**config.mk**
```make
export PLATFORM = sky130hd
export DESIGN_NAME = ips_top
export DESIGN_NICKNAME = d
export VERILOG_FILES = /design/src/rtl/ips_pkg.sv /design/src/rtl/ips_reg8.sv /design/src/rtl/ips_top.sv
export SDC_FILE = /design/constraint.sdc
export NUM_CORES = 1
export LEC_CHECK = 0
export BUFFER_PORTS_ARGS = -buffer_cell sky130_fd_sc_hd__buf_2
export CAP_MARGIN = 15
export CORE_UTILIZATION = 51
export CTS_BUF_LIST = sky130_fd_sc_hd__clkbuf_2
export DETAILED_ROUTE_END_ITERATION = 8
export PLACE_DENSITY = 0.85
export SYNTH_ARGS = -nofsm -noshare
export SYNTH_HDL_FRONTEND = slang
export SYNTH_SLANG_ARGS = --single-unit
```
**constraint.sdc**
```tcl
create_clock -name clk_i -period 3.2 [get_ports clk_i]
set_input_delay 0.16 -clock clk_i [delete_from_list [all_inputs] [get_ports clk_i]]
set_output_delay 0.16 -clock clk_i [all_outputs]
set_load 0.1 [all_outputs]
```
**src/rtl/ips_pkg.sv**
```systemverilog
// Constants for the interrupt priority select block.
// Assumes an 8-bit special-function register space with page select.
package ips_pkg;

  // ==========================================================================
  // Register map
  localparam logic [7:0] IPS_PRIMARY_ADDR   = 8'hb8;
  localparam logic [7:0] IPS_EXTENDED_ADDR  = 8'hf7;
  localparam logic [7:0] IPS_EXT_PAGE_A     = 8'h00;
  localparam logic [7:0] IPS_EXT_PAGE_B     = 8'h0f;
  localparam logic [7:0] IPS_PRIMARY_RESET  = 8'h80;
  localparam logic [7:0] IPS_EXTENDED_RESET = 8'h00;
  localparam logic [7:0] IPS_PRIMARY_WMASK  = 8'h7f;
  localparam logic [7:0] IPS_EXTENDED_WMASK = 8'h07;
  localparam logic [7:0] IPS_PRIMARY_RO1    = 8'h80;

  // ==========================================================================
  // Field positions, primary register
  localparam int IPS_SERIAL_PERIPHERAL_PRIO_BIT = 6;
  localparam int IPS_TIMER_TWO_PRIO_BIT         = 5;
  localparam int IPS_ASYNC_SERIAL_PRIO_BIT      = 4;
  localparam int IPS_TIMER_ONE_PRIO_BIT         = 3;
  localparam int IPS_EXT_INPUT_ONE_PRIO_BIT     = 2;
  localparam int IPS_TIMER_ZERO_PRIO_BIT        = 1;
  localparam int IPS_EXT_INPUT_ZERO_PRIO_BIT    = 0;

  // ==========================================================================
  // Field positions, extended register
  localparam int IPS_PORT_MATCH_PRIO_BIT        = 2;
  localparam int IPS_CAN_CONTROLLER_PRIO_BIT    = 1;
  localparam int IPS_REGULATOR_DROPOUT_PRIO_BIT = 0;

  // ==========================================================================
  // Sources: seven primary then three extended
  localparam int IPS_NUM_SOURCES = 10;

  typedef enum logic [1:0] {
    IPS_IDLE,
    IPS_LOW,
    IPS_HIGH,
    IPS_HIGH_OVER_LOW
  } ips_level_t;

endpackage

```
**src/rtl/ips_reg8.sv**
```systemverilog
// One 8-bit register with masked write and constant read-only bits.
// Assumes a single clock and a synchronous active-high reset.
`timescale 1ns/1ns
module ips_reg8 #(
  parameter logic [7:0] RESET_VAL = 8'h00,
  parameter logic [7:0] WMASK     = 8'hff,
  parameter logic [7:0] RO_ONES   = 8'h00
) (
  // Clock and reset
  input  wire logic       clk_i,
  input  wire logic       reset_i,
  // Write port
  input  wire logic       wr_i,
  input  wire logic [7:0] wdata_i,
  input  wire logic       bit_wr_i,
  input  wire logic [2:0] bit_sel_i,
  input  wire logic       bit_val_i,
  // Stored value
  output logic      [7:0] q_o
);

  logic [7:0] val_q;
  logic [7:0] val_d;

  // A bit cannot be writable and pinned to one at the same time.
  if ((WMASK & RO_ONES) != 8'h00) begin : g_bad_mask
    $error("ips_reg8 writable and pinned bits overlap");
  end

  // ==========================================================================
  // Next value
  always_comb begin
    val_d = val_q;
    if (wr_i) begin
      val_d = (val_q & ~WMASK) | (wdata_i & WMASK);
    end else if (bit_wr_i && WMASK[bit_sel_i]) begin
      val_d[bit_sel_i] = bit_val_i;
    end
    val_d = (val_d & WMASK) | RO_ONES;
  end

  always_ff @(posedge clk_i) begin
    if (reset_i) begin
      val_q <= RESET_VAL;
    end else begin
      val_q <= val_d;
    end
  end

  assign q_o = val_q;

endmodule

```
**src/rtl/ips_top.sv**
```systemverilog
// Interrupt priority select: two priority registers and a preemption tracker.
// Assumes the core presents special-function accesses on clk_i, one per cycle,
// and reports vector entry and return-from-interrupt as single-cycle pulses.
//
// Contract
// - Primary register at address b8, bit writable, visible on every page.
// - Primary bits 6..0 pick low or high level for seven sources.
// - Extended register at f7 answers only on pages 00 and 0f.
// - Extended bits 7..3 read zero; writes to them do nothing.
// - Extended bit 2 sets port-match interrupt to high when one.
// - Extended bit 1 sets CAN controller interrupt to high when one.
// - Extended bit 0 sets regulator dropout interrupt to high when one.
`timescale 1ns/1ns
module ips_top
  import ips_pkg::*;
(
  // Clock and reset
  input  wire logic                       clk_i,
  input  wire logic                       reset_i,
  // Special-function register access
  input  wire logic [7:0]                 sfr_addr_i,
  input  wire logic [7:0]                 sfr_page_i,
  input  wire logic                       sfr_wr_i,
  input  wire logic                       sfr_rd_i,
  input  wire logic [7:0]                 sfr_wdata_i,
  input  wire logic                       sfr_bit_wr_i,
  input  wire logic [2:0]                 sfr_bit_sel_i,
  input  wire logic                       sfr_bit_val_i,
  output logic      [7:0]                 sfr_rdata_o,
  output logic                            sfr_hit_o,
  // Interrupt sources and core service events
  input  wire logic [IPS_NUM_SOURCES-1:0] irq_pending_i,
  input  wire logic                       irq_enter_i,
  input  wire logic                       irq_enter_high_i,
  input  wire logic                       irq_return_i,
  // Priority view for arbitration
  output logic [IPS_NUM_SOURCES-1:0]      src_high_o,
  output logic                            take_high_o,
  output logic                            take_low_o,
  output logic [1:0]                      service_level_o
);

  // ==========================================================================
  // Elaboration checks
  // The level map below wires seven primary and three extended sources only.
  if (IPS_NUM_SOURCES != 10) begin : g_bad_source_count
    $error("ips_top serves exactly ten interrupt sources");
  end

  // ==========================================================================
  // Address decode
  function automatic logic ips_ext_sel(input logic [7:0] addr, input logic [7:0] page);
    ips_ext_sel = (addr == IPS_EXTENDED_ADDR) &&
                  ((page == IPS_EXT_PAGE_A) || (page == IPS_EXT_PAGE_B));
  endfunction

  logic       pri_sel;
  logic       ext_sel;
  logic [7:0] pri_q;
  logic [7:0] ext_q;

  assign pri_sel = (sfr_addr_i == IPS_PRIMARY_ADDR);
  assign ext_sel = ips_ext_sel(sfr_addr_i, sfr_page_i);

  // ==========================================================================
  // Registers
  // Only the primary register is bit addressable, so bit writes gate on it.
  ips_reg8 #(
    .RESET_VAL (IPS_PRIMARY_RESET),
    .WMASK     (IPS_PRIMARY_WMASK),
    .RO_ONES   (IPS_PRIMARY_RO1)
  ) u_primary (
    .clk_i     (clk_i),
    .reset_i   (reset_i),
    .wr_i      (sfr_wr_i && pri_sel),
    .wdata_i   (sfr_wdata_i),
    .bit_wr_i  (sfr_bit_wr_i && pri_sel),
    .bit_sel_i (sfr_bit_sel_i),
    .bit_val_i (sfr_bit_val_i),
    .q_o       (pri_q)
  );

  ips_reg8 #(
    .RESET_VAL (IPS_EXTENDED_RESET),
    .WMASK     (IPS_EXTENDED_WMASK),
    .RO_ONES   (8'h00)
  ) u_extended (
    .clk_i     (clk_i),
    .reset_i   (reset_i),
    .wr_i      (sfr_wr_i && ext_sel),
    .wdata_i   (sfr_wdata_i),
    .bit_wr_i  (1'b0),
    .bit_sel_i (3'h0),
    .bit_val_i (1'b0),
    .q_o       (ext_q)
  );

  // ==========================================================================
  // Read data, registered
  logic [7:0] rdata_q;
  logic [7:0] rdata_d;
  logic       hit_q;
  logic       hit_d;

  always_comb begin
    rdata_d = 8'h00;
    hit_d   = 1'b0;
    if (sfr_rd_i && pri_sel) begin
      rdata_d = pri_q;
      hit_d   = 1'b1;
    end else if (sfr_rd_i && ext_sel) begin
      rdata_d = ext_q & IPS_EXTENDED_WMASK;
      hit_d   = 1'b1;
    end
  end

  // Read data stands for one cycle only, so a stale value never looks like a hit.
  always_ff @(posedge clk_i) begin
    if (reset_i) begin
      rdata_q <= 8'h00;
      hit_q   <= 1'b0;
    end else begin
      rdata_q <= rdata_d;
      hit_q   <= hit_d;
    end
  end

  // ==========================================================================
  // Per-source level map
  logic [IPS_NUM_SOURCES-1:0] high_map;
  always_comb begin
    high_map = '0;
    high_map[0] = pri_q[IPS_EXT_INPUT_ZERO_PRIO_BIT];
    high_map[1] = pri_q[IPS_TIMER_ZERO_PRIO_BIT];
    high_map[2] = pri_q[IPS_EXT_INPUT_ONE_PRIO_BIT];
    high_map[3] = pri_q[IPS_TIMER_ONE_PRIO_BIT];
    high_map[4] = pri_q[IPS_ASYNC_SERIAL_PRIO_BIT];
    high_map[5] = pri_q[IPS_TIMER_TWO_PRIO_BIT];
    high_map[6] = pri_q[IPS_SERIAL_PERIPHERAL_PRIO_BIT];
    high_map[7] = ext_q[IPS_PORT_MATCH_PRIO_BIT];
    high_map[8] = ext_q[IPS_CAN_CONTROLLER_PRIO_BIT];
    high_map[9] = ext_q[IPS_REGULATOR_DROPOUT_PRIO_BIT];
  end

  logic [IPS_NUM_SOURCES-1:0] src_high_q;

  // The view lags a register write by one cycle, as every output leaves a flip-flop.
  always_ff @(posedge clk_i) begin
    if (reset_i) begin
      src_high_q <= '0;
    end else begin
      src_high_q <= high_map;
    end
  end

  // ==========================================================================
  // Service level tracker
  // A high service nested over a low one returns to the low level, not idle.
  ips_level_t lvl_q;
  ips_level_t lvl_d;
  logic       any_high;
  logic       any_low;
  logic       take_high_d;
  logic       take_low_d;

  assign any_high = |(irq_pending_i & high_map);
  assign any_low  = |(irq_pending_i & ~high_map);

  always_comb begin
    lvl_d = lvl_q;
    case (lvl_q)
      IPS_IDLE: begin
        if (irq_enter_i) begin
          lvl_d = irq_enter_high_i ? IPS_HIGH : IPS_LOW;
        end
      end
      IPS_LOW: begin
        if (irq_enter_i && irq_enter_high_i) begin
          lvl_d = IPS_HIGH_OVER_LOW;
        end else if (irq_return_i) begin
          lvl_d = IPS_IDLE;
        end
      end
      IPS_HIGH: begin
        if (irq_return_i) begin
          lvl_d = IPS_IDLE;
        end
      end
      IPS_HIGH_OVER_LOW: begin
        if (irq_return_i) begin
          lvl_d = IPS_LOW;
        end
      end
      default: lvl_d = IPS_IDLE;
    endcase
    take_high_d = any_high && (lvl_d == IPS_IDLE || lvl_d == IPS_LOW);
    take_low_d  = any_low && !any_high && (lvl_d == IPS_IDLE);
  end

  logic take_high_q;
  logic take_low_q;

  always_ff @(posedge clk_i) begin
    if (reset_i) begin
      lvl_q       <= IPS_IDLE;
      take_high_q <= 1'b0;
      take_low_q  <= 1'b0;
    end else begin
      lvl_q       <= lvl_d;
      take_high_q <= take_high_d;
      take_low_q  <= take_low_d;
    end
  end

  assign sfr_rdata_o     = rdata_q;
  assign sfr_hit_o       = hit_q;
  assign src_high_o      = src_high_q;
  assign take_high_o     = take_high_q;
  assign take_low_o      = take_low_q;
  assign service_level_o = lvl_q;

endmodule

```
==> impl_table.tex, run 1 <==
\begin{tabular}{lr}
\hline
Metric & Value \\
\hline
\multicolumn{2}{l}{\textbf{Clocking}} \\
Worst-Skew Late Latency & 370 ps \\
Buffer type at the clock tree root & sky130\_fd\_sc\_hd\_\_clkbuf\_2 \\
Number of clock buffers inserted by TritonCTS & 5 \\
Clock Path Buffers & 2 \\
Count of clock tree sinks & 33 \\
Postcts setup bufs & 0 \\
CTS clk-pin slew, worst paths & 160 ps \\
CTS tree & done \\
Post\_cts resized & 0 \\
H-tree depth reported by CTS & 2 \\
Hold-fix buffer count after cts & 0 \\
\multicolumn{2}{l}{\textbf{Min path}} \\
Worst hold path class & input pin to register \\
\multicolumn{2}{l}{\textbf{Routing}} \\
Routed via count divided by cell count & 5.67 \\
Antenna violation net count after detailed routing & 0 \\
Number of design rule violations left after detail routing & 0 \\
Number of detailed-routing iterations run before antenna repair & 4 \\
Wire per inst & 13.3 µm \\
Detailed router's first-iteration violation count & 59 \\
Total via count after detailed routing & 1481 \\
Total Wirelength & 3460 µm \\
\multicolumn{2}{l}{\textbf{Synth}} \\
Most used DFF post-synth & sky130\_fd\_sc\_hd\_\_dfxtp\_1 \\
Syn Nets & 206 \\
Count of mapped cells out of synthesis & 160 \\
Number of synthesized flops with an enable pin & 0 \\
Share of async-settable or async-resettable flops after synthesis & 0\% \\
Synth Register Bits & 33 \\
Yosys Warn Count & 0 \\
Seq/Total Area, Yosys & 44.5\% \\
Cell area after synthesis & 0.00149 mm² \\
Synth Area per Inst & 9.28 µm² \\
Synth cell types & 41 \\
\multicolumn{2}{l}{\textbf{Critical path}} \\
Critical Path Source Type & register \\
Data required time at the worst endpoint & 3440 ps \\
Setup CP Type & register to register \\
Kind of end point of the critical path & register \\
Biggest fanout along the worst timing path & 5 \\
List of cells traversed by the critical path & a22o\_1 > a221oi\_1 > nand4\_1 > a2111oi\_0 \\
Worst-path cell with the longest stage delay & sky130\_fd\_sc\_hd\_\_a2111oi\_0 \\
CP max stage delay & 420 ps \\
Worst path arrival time & 1790 ps \\
\multicolumn{2}{l}{\textbf{Power}} \\
Peak supply drop & 381 µV \\
Leak Pwr & 0.000880 µW \\
Power density normalized to cell area & 412 mW/mm² \\
\multicolumn{2}{l}{\textbf{Global routing}} \\
Total congestion overflow after global routing & 0 \\
Largest net degree at the start of global routing & 25 \\
Number of antenna violations at the first check in global routing & 0 \\
Vias in the first global route & 1295 \\
Wire length of the first global-routing pass & 5600 µm \\
Combined global-route utilization of all metal layers & 23.2\% \\
\multicolumn{2}{l}{\textbf{Timing}} \\
Clock period minus worst slack & 1550 ps \\
Final-layout setup total negative slack & 0 ps \\
Worst rel slew slack & 53.3\% \\
Tightest Pin Transition & 695 ps \\
Final Max Slew Viols & 0 \\
Number of failing hold endpoints at the final stage & 0 \\
Period Utilization, post-route & 48.5\% \\
Max frequency & 644 MHz \\
Clock Skew & 14.4 ps \\
Number of endpoints failing setup at the final stage & 0 \\
Unrepaired setup endpoints after global routing & false \\
\multicolumn{2}{l}{\textbf{Floorplanning}} \\
Number of top-level pins & 69 \\
Height of the chip & 56.0 µm \\
Width of the die & 56.0 µm \\
Core region area & 0.00276 mm² \\
Die area & 0.00313 mm² \\
Row Count & 19 \\
Initial cell density of the core & 53.9\% \\
\multicolumn{2}{l}{\textbf{Flow run}} \\
Max-Cap Viols & 0 \\
\multicolumn{2}{l}{\textbf{Cells and area}} \\
Share of final-layout standard cells stronger than drive strength 1 & 34.8\% \\
Filler Cells Inserted & 237 \\
Multi-input gate area in the final layout & 756 µm² \\
Final-stage net count & 275 \\
Footprint of the flip-flops and latches & 661 µm² \\
Final standard cell utilization of the core & 69.0\% \\
Area Growth Syn to Fin & 28.1\% \\
Diode insertion count for antenna repair & 0 \\
\multicolumn{2}{l}{\textbf{Place}} \\
Number of port buffers & 67 \\
DP Wirelength & 2660 µm \\
Gpl congestion & 0.872 \\
\multicolumn{2}{l}{\textbf{Status}} \\
Status & finished clean \\
\hline
\end{tabular}
-- Yosys cell counts (all sizes together) (3+ instances only) --
cell type / n / area, µm²
a2111oi: 3 / 45.1
a21oi: 4 / 20.0
a22oi: 3 / 22.5
a2bb2oi: 5 / 43.8
a31oi: 4 / 25.0
and2: 3 / 18.8
clkbuf: 5 / 20.0
dfxtp: 33 / 661
inv: 13 / 48.8
mux2: 4 / 45.0
nand2: 8 / 30.0
nand4: 9 / 56.3
nand4b: 3 / 26.3
nor2: 11 / 41.3
nor2b: 13 / 81.3
nor3: 10 / 50.1
o22ai: 3 / 18.8
-- per-stage QoR --
stage          hold slack [ps]  setup WS (ps)  std cells  area [µm²]  power (µW)
3_3_place_gp               427           1280        253        1840         523
3_5_place_dp               438           1260        253        1840         524
5_1_grt                   40.0           1520        261        1900         814
4_1_cts                   28.6           1620        261        1900         787
6_report                  47.3           1650        261        1900         784
2_1_floorplan              241           1470        160        1490         481
-- flip-flops by register name, indices dropped and copies added (netlist names) --
register / flops
take_low_o: 1
sfr_hit_o: 1
take_high_o: 1
src_high_o: 10
u_extended.q_o: 3
service_level_o: 2
u_primary.q_o: 7
sfr_rdata_o: 8
-- worst paths after layout --
kind	from	to	slack, ps	cells past startpoint
setup / recovery	u_primary.q_o[6]$_SDFFE_PP0P_	take_low_o$_SDFF_PP0_	1650	4
hold / removal	sfr_wdata_i[4]	u_primary.q_o[4]$_SDFFE_PP0P_	50	3
setup reg to reg	u_primary.q_o[6]$_SDFFE_PP0P_	take_low_o$_SDFF_PP0_	1650	4
hold reg to reg	u_extended.q_o[0]$_SDFFE_PP0P_	sfr_rdata_o[0]$_SDFF_PP0_	520	2
-- power breakdown --
group	switching (µW)	total [µW]	leakage, µW	internal (µW)
logic	62.0	100	0.000573	38.3
clock network	134	267	0.0000406	133
registers	2.48	417	0.000266	414
-- cell usage in the layout (no fill, tap or decap), types with 2 or more instances in the layout --
cell type                    n
sky130_fd_sc_hd__buf_2      67
sky130_fd_sc_hd__dfxtp_1    33
sky130_fd_sc_hd__nor2b_1    13
sky130_fd_sc_hd__inv_1      12
sky130_fd_sc_hd__nor2_1     11
sky130_fd_sc_hd__nor3_1     10
sky130_fd_sc_hd__nand4_1     9
sky130_fd_sc_hd__nand2_1     8
sky130_fd_sc_hd__clkbuf_2    6
sky130_fd_sc_hd__a2bb2oi_1   5
sky130_fd_sc_hd__a31oi_1     4
sky130_fd_sc_hd__a21oi_1     4
sky130_fd_sc_hd__nand4b_1    3
sky130_fd_sc_hd__a22oi_1     3
sky130_fd_sc_hd__o22ai_1     3
sky130_fd_sc_hd__mux2_1      3
sky130_fd_sc_hd__and2_1      3
sky130_fd_sc_hd__and3b_1     2
sky130_fd_sc_hd__and3_1      2
sky130_fd_sc_hd__nand2b_1    2
sky130_fd_sc_hd__a221oi_1    2
sky130_fd_sc_hd__a2111oi_0   2
sky130_fd_sc_hd__a41oi_1     2
sky130_fd_sc_hd__o221a_1     2
-- critical path: cells and delay by family, from the launching register on --
family | cells | cell delay, ps
flip-flops | 1 | 400
AO/OA/AOI/OAI | 3 | 840
AND/OR/NAND/NOR | 1 | 170
-- layout make-up --
class                   count  share of cell area, %
clock buffers               6                   1.58
clock inverters             2                   1.78
inverters                  13                   2.56
multi-input cells         109                   39.7
flip-flops and latches     33                   34.7
well taps                  31                   2.04
repair buffers             67                   17.6
-- cells by family (layout without fill, tap and decap cells) --
group                  Yosys count  after routing  share of synthesized area [%]
AOI/OAI and AO/OA               34             34                           19.0
buffers and inverters           18             88                           4.63
DFF                             33             33                           44.5
muxes                            4              4                           3.03
and+or+nand+nor                 71             71                           28.9
-- metal layers --
metal | wire length, µm | GRT usage (%) | vias up | share of wire [%]
met3 | 313 | 5.58 | 3 | 9.0
met1 | 1500 | 29.3 | 672 | 43
met2 | 1620 | 39.6 | 73 | 47
met5 | 0 | 0 | - | 0
li1 | - | - | 733 | -
met4 | 30 | 6.27 | 0 | 0.87
Note: power is estimated with default switching activity, not from simulation.
==> run 2, diff against run 1 <==
Settings changed: CORE_UTILIZATION 51 to 43, PLACE_DENSITY 0.85 to 0.77.
Clock period 3.2 ns to 1.4 ns, I/O delays scaled along.
==> run 2 against run 1 <==
Effect of this change: hold slack got worse by 33 ps; sequential cell count unchanged; maximum frequency increased by 17%; clock power increased by 130%; sequential power increased by 130%; final cell count increased by 13%; wire length increased by 16%; global-route usage increased by 0.070 points; largest cell class unchanged; highest routed layer unchanged.
==> impl_table.tex, run 2 (synthesis gave the netlist of run 1 again) <==
\begin{tabular}{lr}
\hline
Metric & Value \\
\hline
\multicolumn{2}{l}{\textbf{Timing}} \\
Number of failing hold endpoints at the final stage & 0 \\
Number of endpoints failing setup at the final stage & 0 \\
Worst rel slew slack & 65.9\% \\
Max frequency & 751 MHz \\
Clock Skew & 28.2 ps \\
Period Utilization, post-route & 95.1\% \\
Tightest Pin Transition & 512 ps \\
Final Max Slew Viols & 0 \\
Clock period minus worst slack & 1330 ps \\
\multicolumn{2}{l}{\textbf{Floorplanning}} \\
Number of top-level pins & 69 \\
Height of the chip & 60.8 µm \\
Row Count & 20 \\
Width of the die & 60.8 µm \\
Die area & 0.00369 mm² \\
Initial cell density of the core & 47.1\% \\
Core region area & 0.00315 mm² \\
\multicolumn{2}{l}{\textbf{Clocking}} \\
Clock Path Buffers & 2 \\
CTS clk-pin slew, worst paths & 170 ps \\
Buffer type at the clock tree root & sky130\_fd\_sc\_hd\_\_clkbuf\_2 \\
H-tree depth reported by CTS & 2 \\
CTS tree & done \\
Count of clock tree sinks & 33 \\
Number of clock buffers inserted by TritonCTS & 5 \\
Worst-Skew Late Latency & 370 ps \\
\multicolumn{2}{l}{\textbf{Place}} \\
DP Wirelength & 2920 µm \\
Number of port buffers & 67 \\
Cell total after placement & 278 \\
Gpl congestion & 0.948 \\
\multicolumn{2}{l}{\textbf{Routing}} \\
Total via count after detailed routing & 1531 \\
Total Wirelength & 4010 µm \\
Antenna violation net count after detailed routing & 0 \\
Routed via count divided by cell count & 5.19 \\
Detailed router's first-iteration violation count & 71 \\
Number of detailed-routing iterations run before antenna repair & 4 \\
Wire per inst & 13.6 µm \\
Number of design rule violations left after detail routing & 0 \\
\multicolumn{2}{l}{\textbf{Status}} \\
Status & finished clean \\
\multicolumn{2}{l}{\textbf{Power}} \\
Share of power burned in registers & 51.8\% \\
Cell Int Power & 1370 µW \\
Peak supply drop & 449 µV \\
Power density normalized to cell area & 864 mW/mm² \\
Sw frac & 25.4\% \\
Clock Power Share & 33.2\% \\
Power share of the combinational group & 15.0\% \\
Leak Pwr & 0.000982 µW \\
PnR Total Power & 1840 µW \\
Switching power of the nets & 467 µW \\
\multicolumn{2}{l}{\textbf{Critical path}} \\
Data required time at the worst endpoint & 1660 ps \\
Reg-to-reg critical path startpoint & u\_primary.q\_o[0]\$\_SDFFE\_PP0P\_ \\
Biggest fanout along the worst timing path & 5 \\
R2R depth & 3 \\
Worst path arrival time & 1590 ps \\
Kind of end point of the critical path & register \\
Critical register-to-register path endpoint & take\_low\_o\$\_SDFF\_PP0\_ \\
R2R setup slack & 70 ps \\
Setup CP Type & register to register \\
Critical Path Source Type & register \\
\multicolumn{2}{l}{\textbf{Cells and area}} \\
Diode insertion count for antenna repair & 0 \\
Filler-free cell count of the finished design & 295 \\
Flip-flop count of the largest register, all copies and words added & 10 \\
Area Growth Syn to Fin & 43.2\% \\
Most common library cell in the layout ignoring fill and taps & sky130\_fd\_sc\_hd\_\_buf\_2 \\
Commonest non-fill, non-tap cells in the layout & 67 x sky130\_fd\_sc\_hd\_\_buf\_2, 31 x sky130\_fd\_sc\_hd\_\_dfxtp\_1, 13 x sky130\_fd\_sc\_hd\_\_nor2b\_1, 12 x sky130\_fd\_sc\_hd\_\_inv\_1, 12 x sky130\_fd\_sc\_hd\_\_buf\_4 \\
Final standard cell utilization of the core & 67.5\% \\
Share of final-layout standard cells stronger than drive strength 1 & 38.2\% \\
Final-stage net count & 296 \\
\multicolumn{2}{l}{\textbf{Global routing}} \\
Total congestion overflow after global routing & 0 \\
Combined global-route utilization of all metal layers & 23.3\% \\
Wire length of the first global-routing pass & 6180 µm \\
Largest net degree at the start of global routing & 16 \\
Vias in the first global route & 1394 \\
Number of antenna violations at the first check in global routing & 0 \\
\multicolumn{2}{l}{\textbf{Min path}} \\
Hold Path End & src\_high\_o[3]\$\_SDFF\_PP0\_ \\
Depth of the worst hold-timing path & 2 \\
Startpoint of the most critical hold path & reset\_i \\
Worst hold path class & input pin to register \\
\multicolumn{2}{l}{\textbf{Flow run}} \\
Max-Cap Viols & 0 \\
\hline
\end{tabular}
[run 2: cell count changes in the layout (fill, tap and decap cells not counted), sizes merged]
cell / change
dlygate4sd3: +9
buf: +12
[run 2: power by group through the flow]
| stage | clock network (µW) | logic (µW) | registers [µW] |
|---|---|---|---|
| floorplan | 0 | 80.9 | 1020 |
| finish | 610 | 275 | 952 |
| global route | 672 | 294 | 955 |
| detailed placement | 0 | 241 | 972 |
| global placement | 0 | 238 | 973 |
| CTS | 617 | 263 | 952 |
[run 2: how the worst max path moves through the flow]
stage	start	end
floorplan	sfr_page_i[0]	u_extended.q_o[0]$_SDFFE_PP0P_
global placement	sfr_page_i[0]	u_extended.q_o[0]$_SDFFE_PP0P_
detailed placement	sfr_page_i[0]	u_extended.q_o[0]$_SDFFE_PP0P_
CTS	u_primary.q_o[2]$_SDFFE_PP0P_	take_low_o$_SDFF_PP0_
global route	u_primary.q_o[2]$_SDFFE_PP0P_	take_high_o$_SDFF_PP0_
finish	u_primary.q_o[0]$_SDFFE_PP0P_	take_low_o$_SDFF_PP0_
[run 2: per-layer routing]
layer	track usage [%]	wire length [µm]	vias up
met5	0	0	-
met4	10.1	59	0
met1	29.4	1700	677
li1	-	-	774
met2	36.9	1910	72
met3	7.04	347	8
[run 2: stage by stage]
step	hold slack (ps)	TNS (ps)	setup WS (ps)	area, µm²
floorplan	151	-564	-188	1490
global placement	332	-1310	-253	1950
detailed placement	339	-1530	-293	1950
CTS	7.16	0	3.22	2100
global route	9.65	-20.0	-11.8	2130
finish	14.5	0	68.9	2130
[run 2: repair_timing]
item	CTS	global route
gates resized for setup	1	4
pin swaps	0	2
endpoints found under the hold margin	9	0
endpoints found under the setup margin	1	1
hold buffers	9	0
buffers inserted	0	0
[run 2: area by class of cell]
class                      instances  area (µm²)
timing repair buffer              88         515
multi-input combinational        109         781
sequential                        33         663
tap                               44        55.1
fill                             269        1030
inverter                          13        48.8
clock inverter                     2        33.8
clock buffer                       6        30.0
[run 2: critical path, stage by stage (launching register included)]
cell                        delay, ps
sky130_fd_sc_hd__dfxtp_1          440
sky130_fd_sc_hd__o22ai_1          140
sky130_fd_sc_hd__a2111oi_2        500
sky130_fd_sc_hd__a2111oi_4        140
==> run 3, diff against run 2 <==
Settings changed: ABC_AREA set to 1, CAP_MARGIN 15 to 20, CORE_UTILIZATION 43 to 45.
==> run 3 against run 2 <==
Effect of this change: hold slack improved by 26 ps; design area is 4.6% higher; highest routed layer unchanged; via count rose by 20%; setup slack improved by 110 ps; sequential power barely moved; maximum frequency increased by 9.0%; combinational power rose by 7%; first-iteration DRC count increased by 42%.
==> impl_table.tex, run 3 <==
\begin{tabular}{lr}
\hline
Metric & Value \\
\hline
\multicolumn{2}{l}{\textbf{Status}} \\
Status & finished clean \\
\multicolumn{2}{l}{\textbf{Place}} \\
DP Wirelength & 3190 µm \\
Number of port buffers & 67 \\
Worst-case setup slack after placement & 302 ps \\
Gpl congestion & 0.835 \\
Cell total after placement & 385 \\
\multicolumn{2}{l}{\textbf{Cells and area}} \\
Area Growth Syn to Fin & 26.6\% \\
Flip-flop count of the largest register, all copies and words added & 10 \\
Share of final-layout standard cells stronger than drive strength 1 & 29.2\% \\
Most common library cell in the layout ignoring fill and taps & sky130\_fd\_sc\_hd\_\_nand2\_1 \\
Filler Cells Inserted & 372 \\
Commonest non-fill, non-tap cells in the layout & 84 x sky130\_fd\_sc\_hd\_\_nand2\_1, 67 x sky130\_fd\_sc\_hd\_\_buf\_2, 50 x sky130\_fd\_sc\_hd\_\_nor2\_1, 33 x sky130\_fd\_sc\_hd\_\_inv\_1, 31 x sky130\_fd\_sc\_hd\_\_dfxtp\_1 \\
Final-stage net count & 394 \\
Filler-free cell count of the finished design & 397 \\
Diode insertion count for antenna repair & 0 \\
\multicolumn{2}{l}{\textbf{Global routing}} \\
Number of antenna violations at the first check in global routing & 0 \\
Wire length of the first global-routing pass & 6500 µm \\
Combined global-route utilization of all metal layers & 20.4\% \\
Total congestion overflow after global routing & 0 \\
Vias in the first global route & 1641 \\
Largest net degree at the start of global routing & 16 \\
\multicolumn{2}{l}{\textbf{Synth}} \\
Largest cells by area after synthesis & sky130\_fd\_sc\_hd\_\_dfxtp\_1 38\%, sky130\_fd\_sc\_hd\_\_nand2\_1 18\%, sky130\_fd\_sc\_hd\_\_nor2\_1 11\% \\
Main combinational cell family by area after synthesis & simple AND/OR/NAND/NOR gates \\
Number of synthesized flops with an enable pin & 0 \\
Count of mapped cells out of synthesis & 273 \\
Syn Nets & 319 \\
Xor/xnor cell area share of the yosys netlist & 0\% \\
Top cell type's share of synthesized area & 37.6\% \\
Synth cell types & 22 \\
Share of async-settable or async-resettable flops after synthesis & 0\% \\
Yosys Warn Count & 0 \\
Synth Register Bits & 33 \\
Most used DFF post-synth & sky130\_fd\_sc\_hd\_\_dfxtp\_1 \\
Post-synthesis share of cell area spent on full adders, half adders and majority gates & 0\% \\
Synth Area per Inst & 6.44 µm² \\
Largest area contributor in the netlist & sky130\_fd\_sc\_hd\_\_dfxtp\_1 \\
Cell area after synthesis & 0.00176 mm² \\
Ranking of synthesized cells by instance count & 84 x sky130\_fd\_sc\_hd\_\_nand2\_1, 50 x sky130\_fd\_sc\_hd\_\_nor2\_1, 33 x sky130\_fd\_sc\_hd\_\_dfxtp\_1, 33 x sky130\_fd\_sc\_hd\_\_inv\_1, 20 x sky130\_fd\_sc\_hd\_\_nand3\_1 \\
Multiplexer area fraction after synthesis & 0\% \\
Simple logic cell fraction of the synthesized area & 48.7\% \\
Synth Area in Compound Gates & 4.84\% \\
Seq/Total Area, Yosys & 37.6\% \\
Dominant cell by count in the synthesized netlist & sky130\_fd\_sc\_hd\_\_nand2\_1 \\
\multicolumn{2}{l}{\textbf{Timing}} \\
Unrepaired setup endpoints after global routing & false \\
Tightest Pin Transition & 491 ps \\
Final Max Slew Viols & 0 \\
Clock period minus worst slack & 1220 ps \\
Period Utilization, post-route & 87.2\% \\
Number of failing hold endpoints at the final stage & 0 \\
Clock Skew & 7.08 ps \\
Final-layout setup total negative slack & 0 ps \\
Post-route worst hold slack & 40.0 ps \\
Max frequency & 819 MHz \\
Number of endpoints failing setup at the final stage & 0 \\
Worst rel slew slack & 67.5\% \\
Post-layout worst setup margin & 179 ps \\
\multicolumn{2}{l}{\textbf{Critical path}} \\
CP max stage delay & 420 ps \\
Worst-path cell with the longest stage delay & sky130\_fd\_sc\_hd\_\_buf\_2 \\
Setup CP Type & register to primary output \\
R2R setup slack & 340 ps \\
Worst Path Buf+Inv & 1 \\
Kind of end point of the critical path & primary output \\
Kind of cell adding the most delay to the critical path & buffers and inverters \\
Biggest fanout along the worst timing path & 3 \\
Worst path arrival time & 1150 ps \\
List of cells traversed by the critical path & buf\_2 \\
Data required time at the worst endpoint & 1330 ps \\
Critical Path Source Type & register \\
\multicolumn{2}{l}{\textbf{Clocking}} \\
Postcts setup bufs & 0 \\
Post\_cts resized & 0 \\
Buffer type at the clock tree root & sky130\_fd\_sc\_hd\_\_clkbuf\_2 \\
Hold-fix buffer count after cts & 4 \\
CTS clk-pin slew, worst paths & 160 ps \\
Number of clock buffers inserted by TritonCTS & 5 \\
Count of clock tree sinks & 33 \\
H-tree depth reported by CTS & 2 \\
Worst-Skew Late Latency & 370 ps \\
Clock Path Buffers & 2 \\
CTS tree & done \\
\multicolumn{2}{l}{\textbf{Power}} \\
Share of power burned in registers & 56.9\% \\
Sw frac & 29.8\% \\
Cell Int Power & 1170 µW \\
Power share of the combinational group & 17.6\% \\
PnR Total Power & 1670 µW \\
Peak supply drop & 236 µV \\
Power density normalized to cell area & 751 mW/mm² \\
Clock Power Share & 25.5\% \\
Leak Pwr & 0.00127 µW \\
Switching power of the nets & 499 µW \\
\multicolumn{2}{l}{\textbf{Routing}} \\
Routed via count divided by cell count & 4.61 \\
Total via count after detailed routing & 1830 \\
Antenna violation net count after detailed routing & 0 \\
Number of detailed-routing iterations run before antenna repair & 4 \\
Detailed router's first-iteration violation count & 101 \\
Wire per inst & 9.73 µm \\
Number of design rule violations left after detail routing & 0 \\
Total Wirelength & 3860 µm \\
\multicolumn{2}{l}{\textbf{Floorplanning}} \\
Row Count & 22 \\
Core region area & 0.00372 mm² \\
Initial cell density of the core & 47.3\% \\
Width of the die & 64.5 µm \\
Height of the chip & 64.5 µm \\
Die area & 0.00416 mm² \\
Number of top-level pins & 69 \\
\multicolumn{2}{l}{\textbf{Flow run}} \\
Max-Cap Viols & 0 \\
\multicolumn{2}{l}{\textbf{Min path}} \\
Worst hold path class & input pin to register \\
\hline
\end{tabular}
run 3: changes by cell type after synthesis, sizes merged, moves of 5 or more:
cell,before,now
inv,13,37
nor2b,13,0
nor3,10,4
nand2,8,96
nand3,2,22
o21ai,1,7
a2bb2oi,5,0
nor2,11,55
run 3: path summary, 6_finish.rpt:
kind                                                     start  cells after the start                             end
worst min register to register  u_extended.q_o[2]$_SDFFE_PP0P_                      2        src_high_o[7]$_SDFF_PP0_
worst max-delay path             service_level_o[0]$_SDFF_PP0_                      1              service_level_o[0]
worst min-delay path                            sfr_wdata_i[1]                      5  u_extended.q_o[1]$_SDFFE_PP0P_
worst max register to register   u_primary.q_o[1]$_SDFFE_PP0P_                      7           take_low_o$_SDFF_PP0_
run 3: kinds of logic after synthesis:
logic type / Yosys count
AO/OA/AOI/OAI: 15
buffers and inverters: 41
flip-flops: 33
AND/OR/NAND/NOR: 184
run 3: cell type report:
| cell class | instances | area (µm²) | share of cell area [%] |
|---|---|---|---|
| clock buffer | 6 | 30.0 | 1.35 |
| timing repair buffer | 72 | 383 | 17.2 |
| inverter | 37 | 139 | 6.24 |
| clock inverter | 2 | 10.0 | 0.450 |
| sequential | 33 | 663 | 29.8 |
| tap | 48 | 60.1 | 2.70 |
| multi-input combinational | 199 | 941 | 42.3 |
run 3: metrics by stage:
stage	utilization, %	cell area, µm²
5_1_grt	59.9	2230
3_3_place_gp	57.7	2150
3_5_place_dp	57.7	2150
2_1_floorplan	-	1760
4_1_cts	59.9	2230
6_report	59.9	2230
run 3: power groups by stage:
stage | logic [µW] | registers (µW) | clock network [µW]
after global routing | 326 | 954 | 472
after global placement | 279 | 973 | 0
final | 294 | 952 | 426
after detailed placement | 284 | 973 | 0
after CTS | 294 | 952 | 439
after floorplan | 118 | 1030 | 0
run 3: worst min-delay path: cells and delay by family:
| family | cells | cell delay (ps) |
|---|---|---|
| AND/OR/NAND/NOR | 3 | 180 |
| buffers and inverters | 2 | 120 |
run 3: per-layer routing:
layer	part of all wire (%)	global-route usage (%)	routed length (µm)	vias up
met5	0	0	0	-
met4	2.1	13.1	81	0
met3	6.3	3.17	245	8
met2	46	35.7	1800	76
met1	45	22.9	1740	757
li1	-	-	-	989
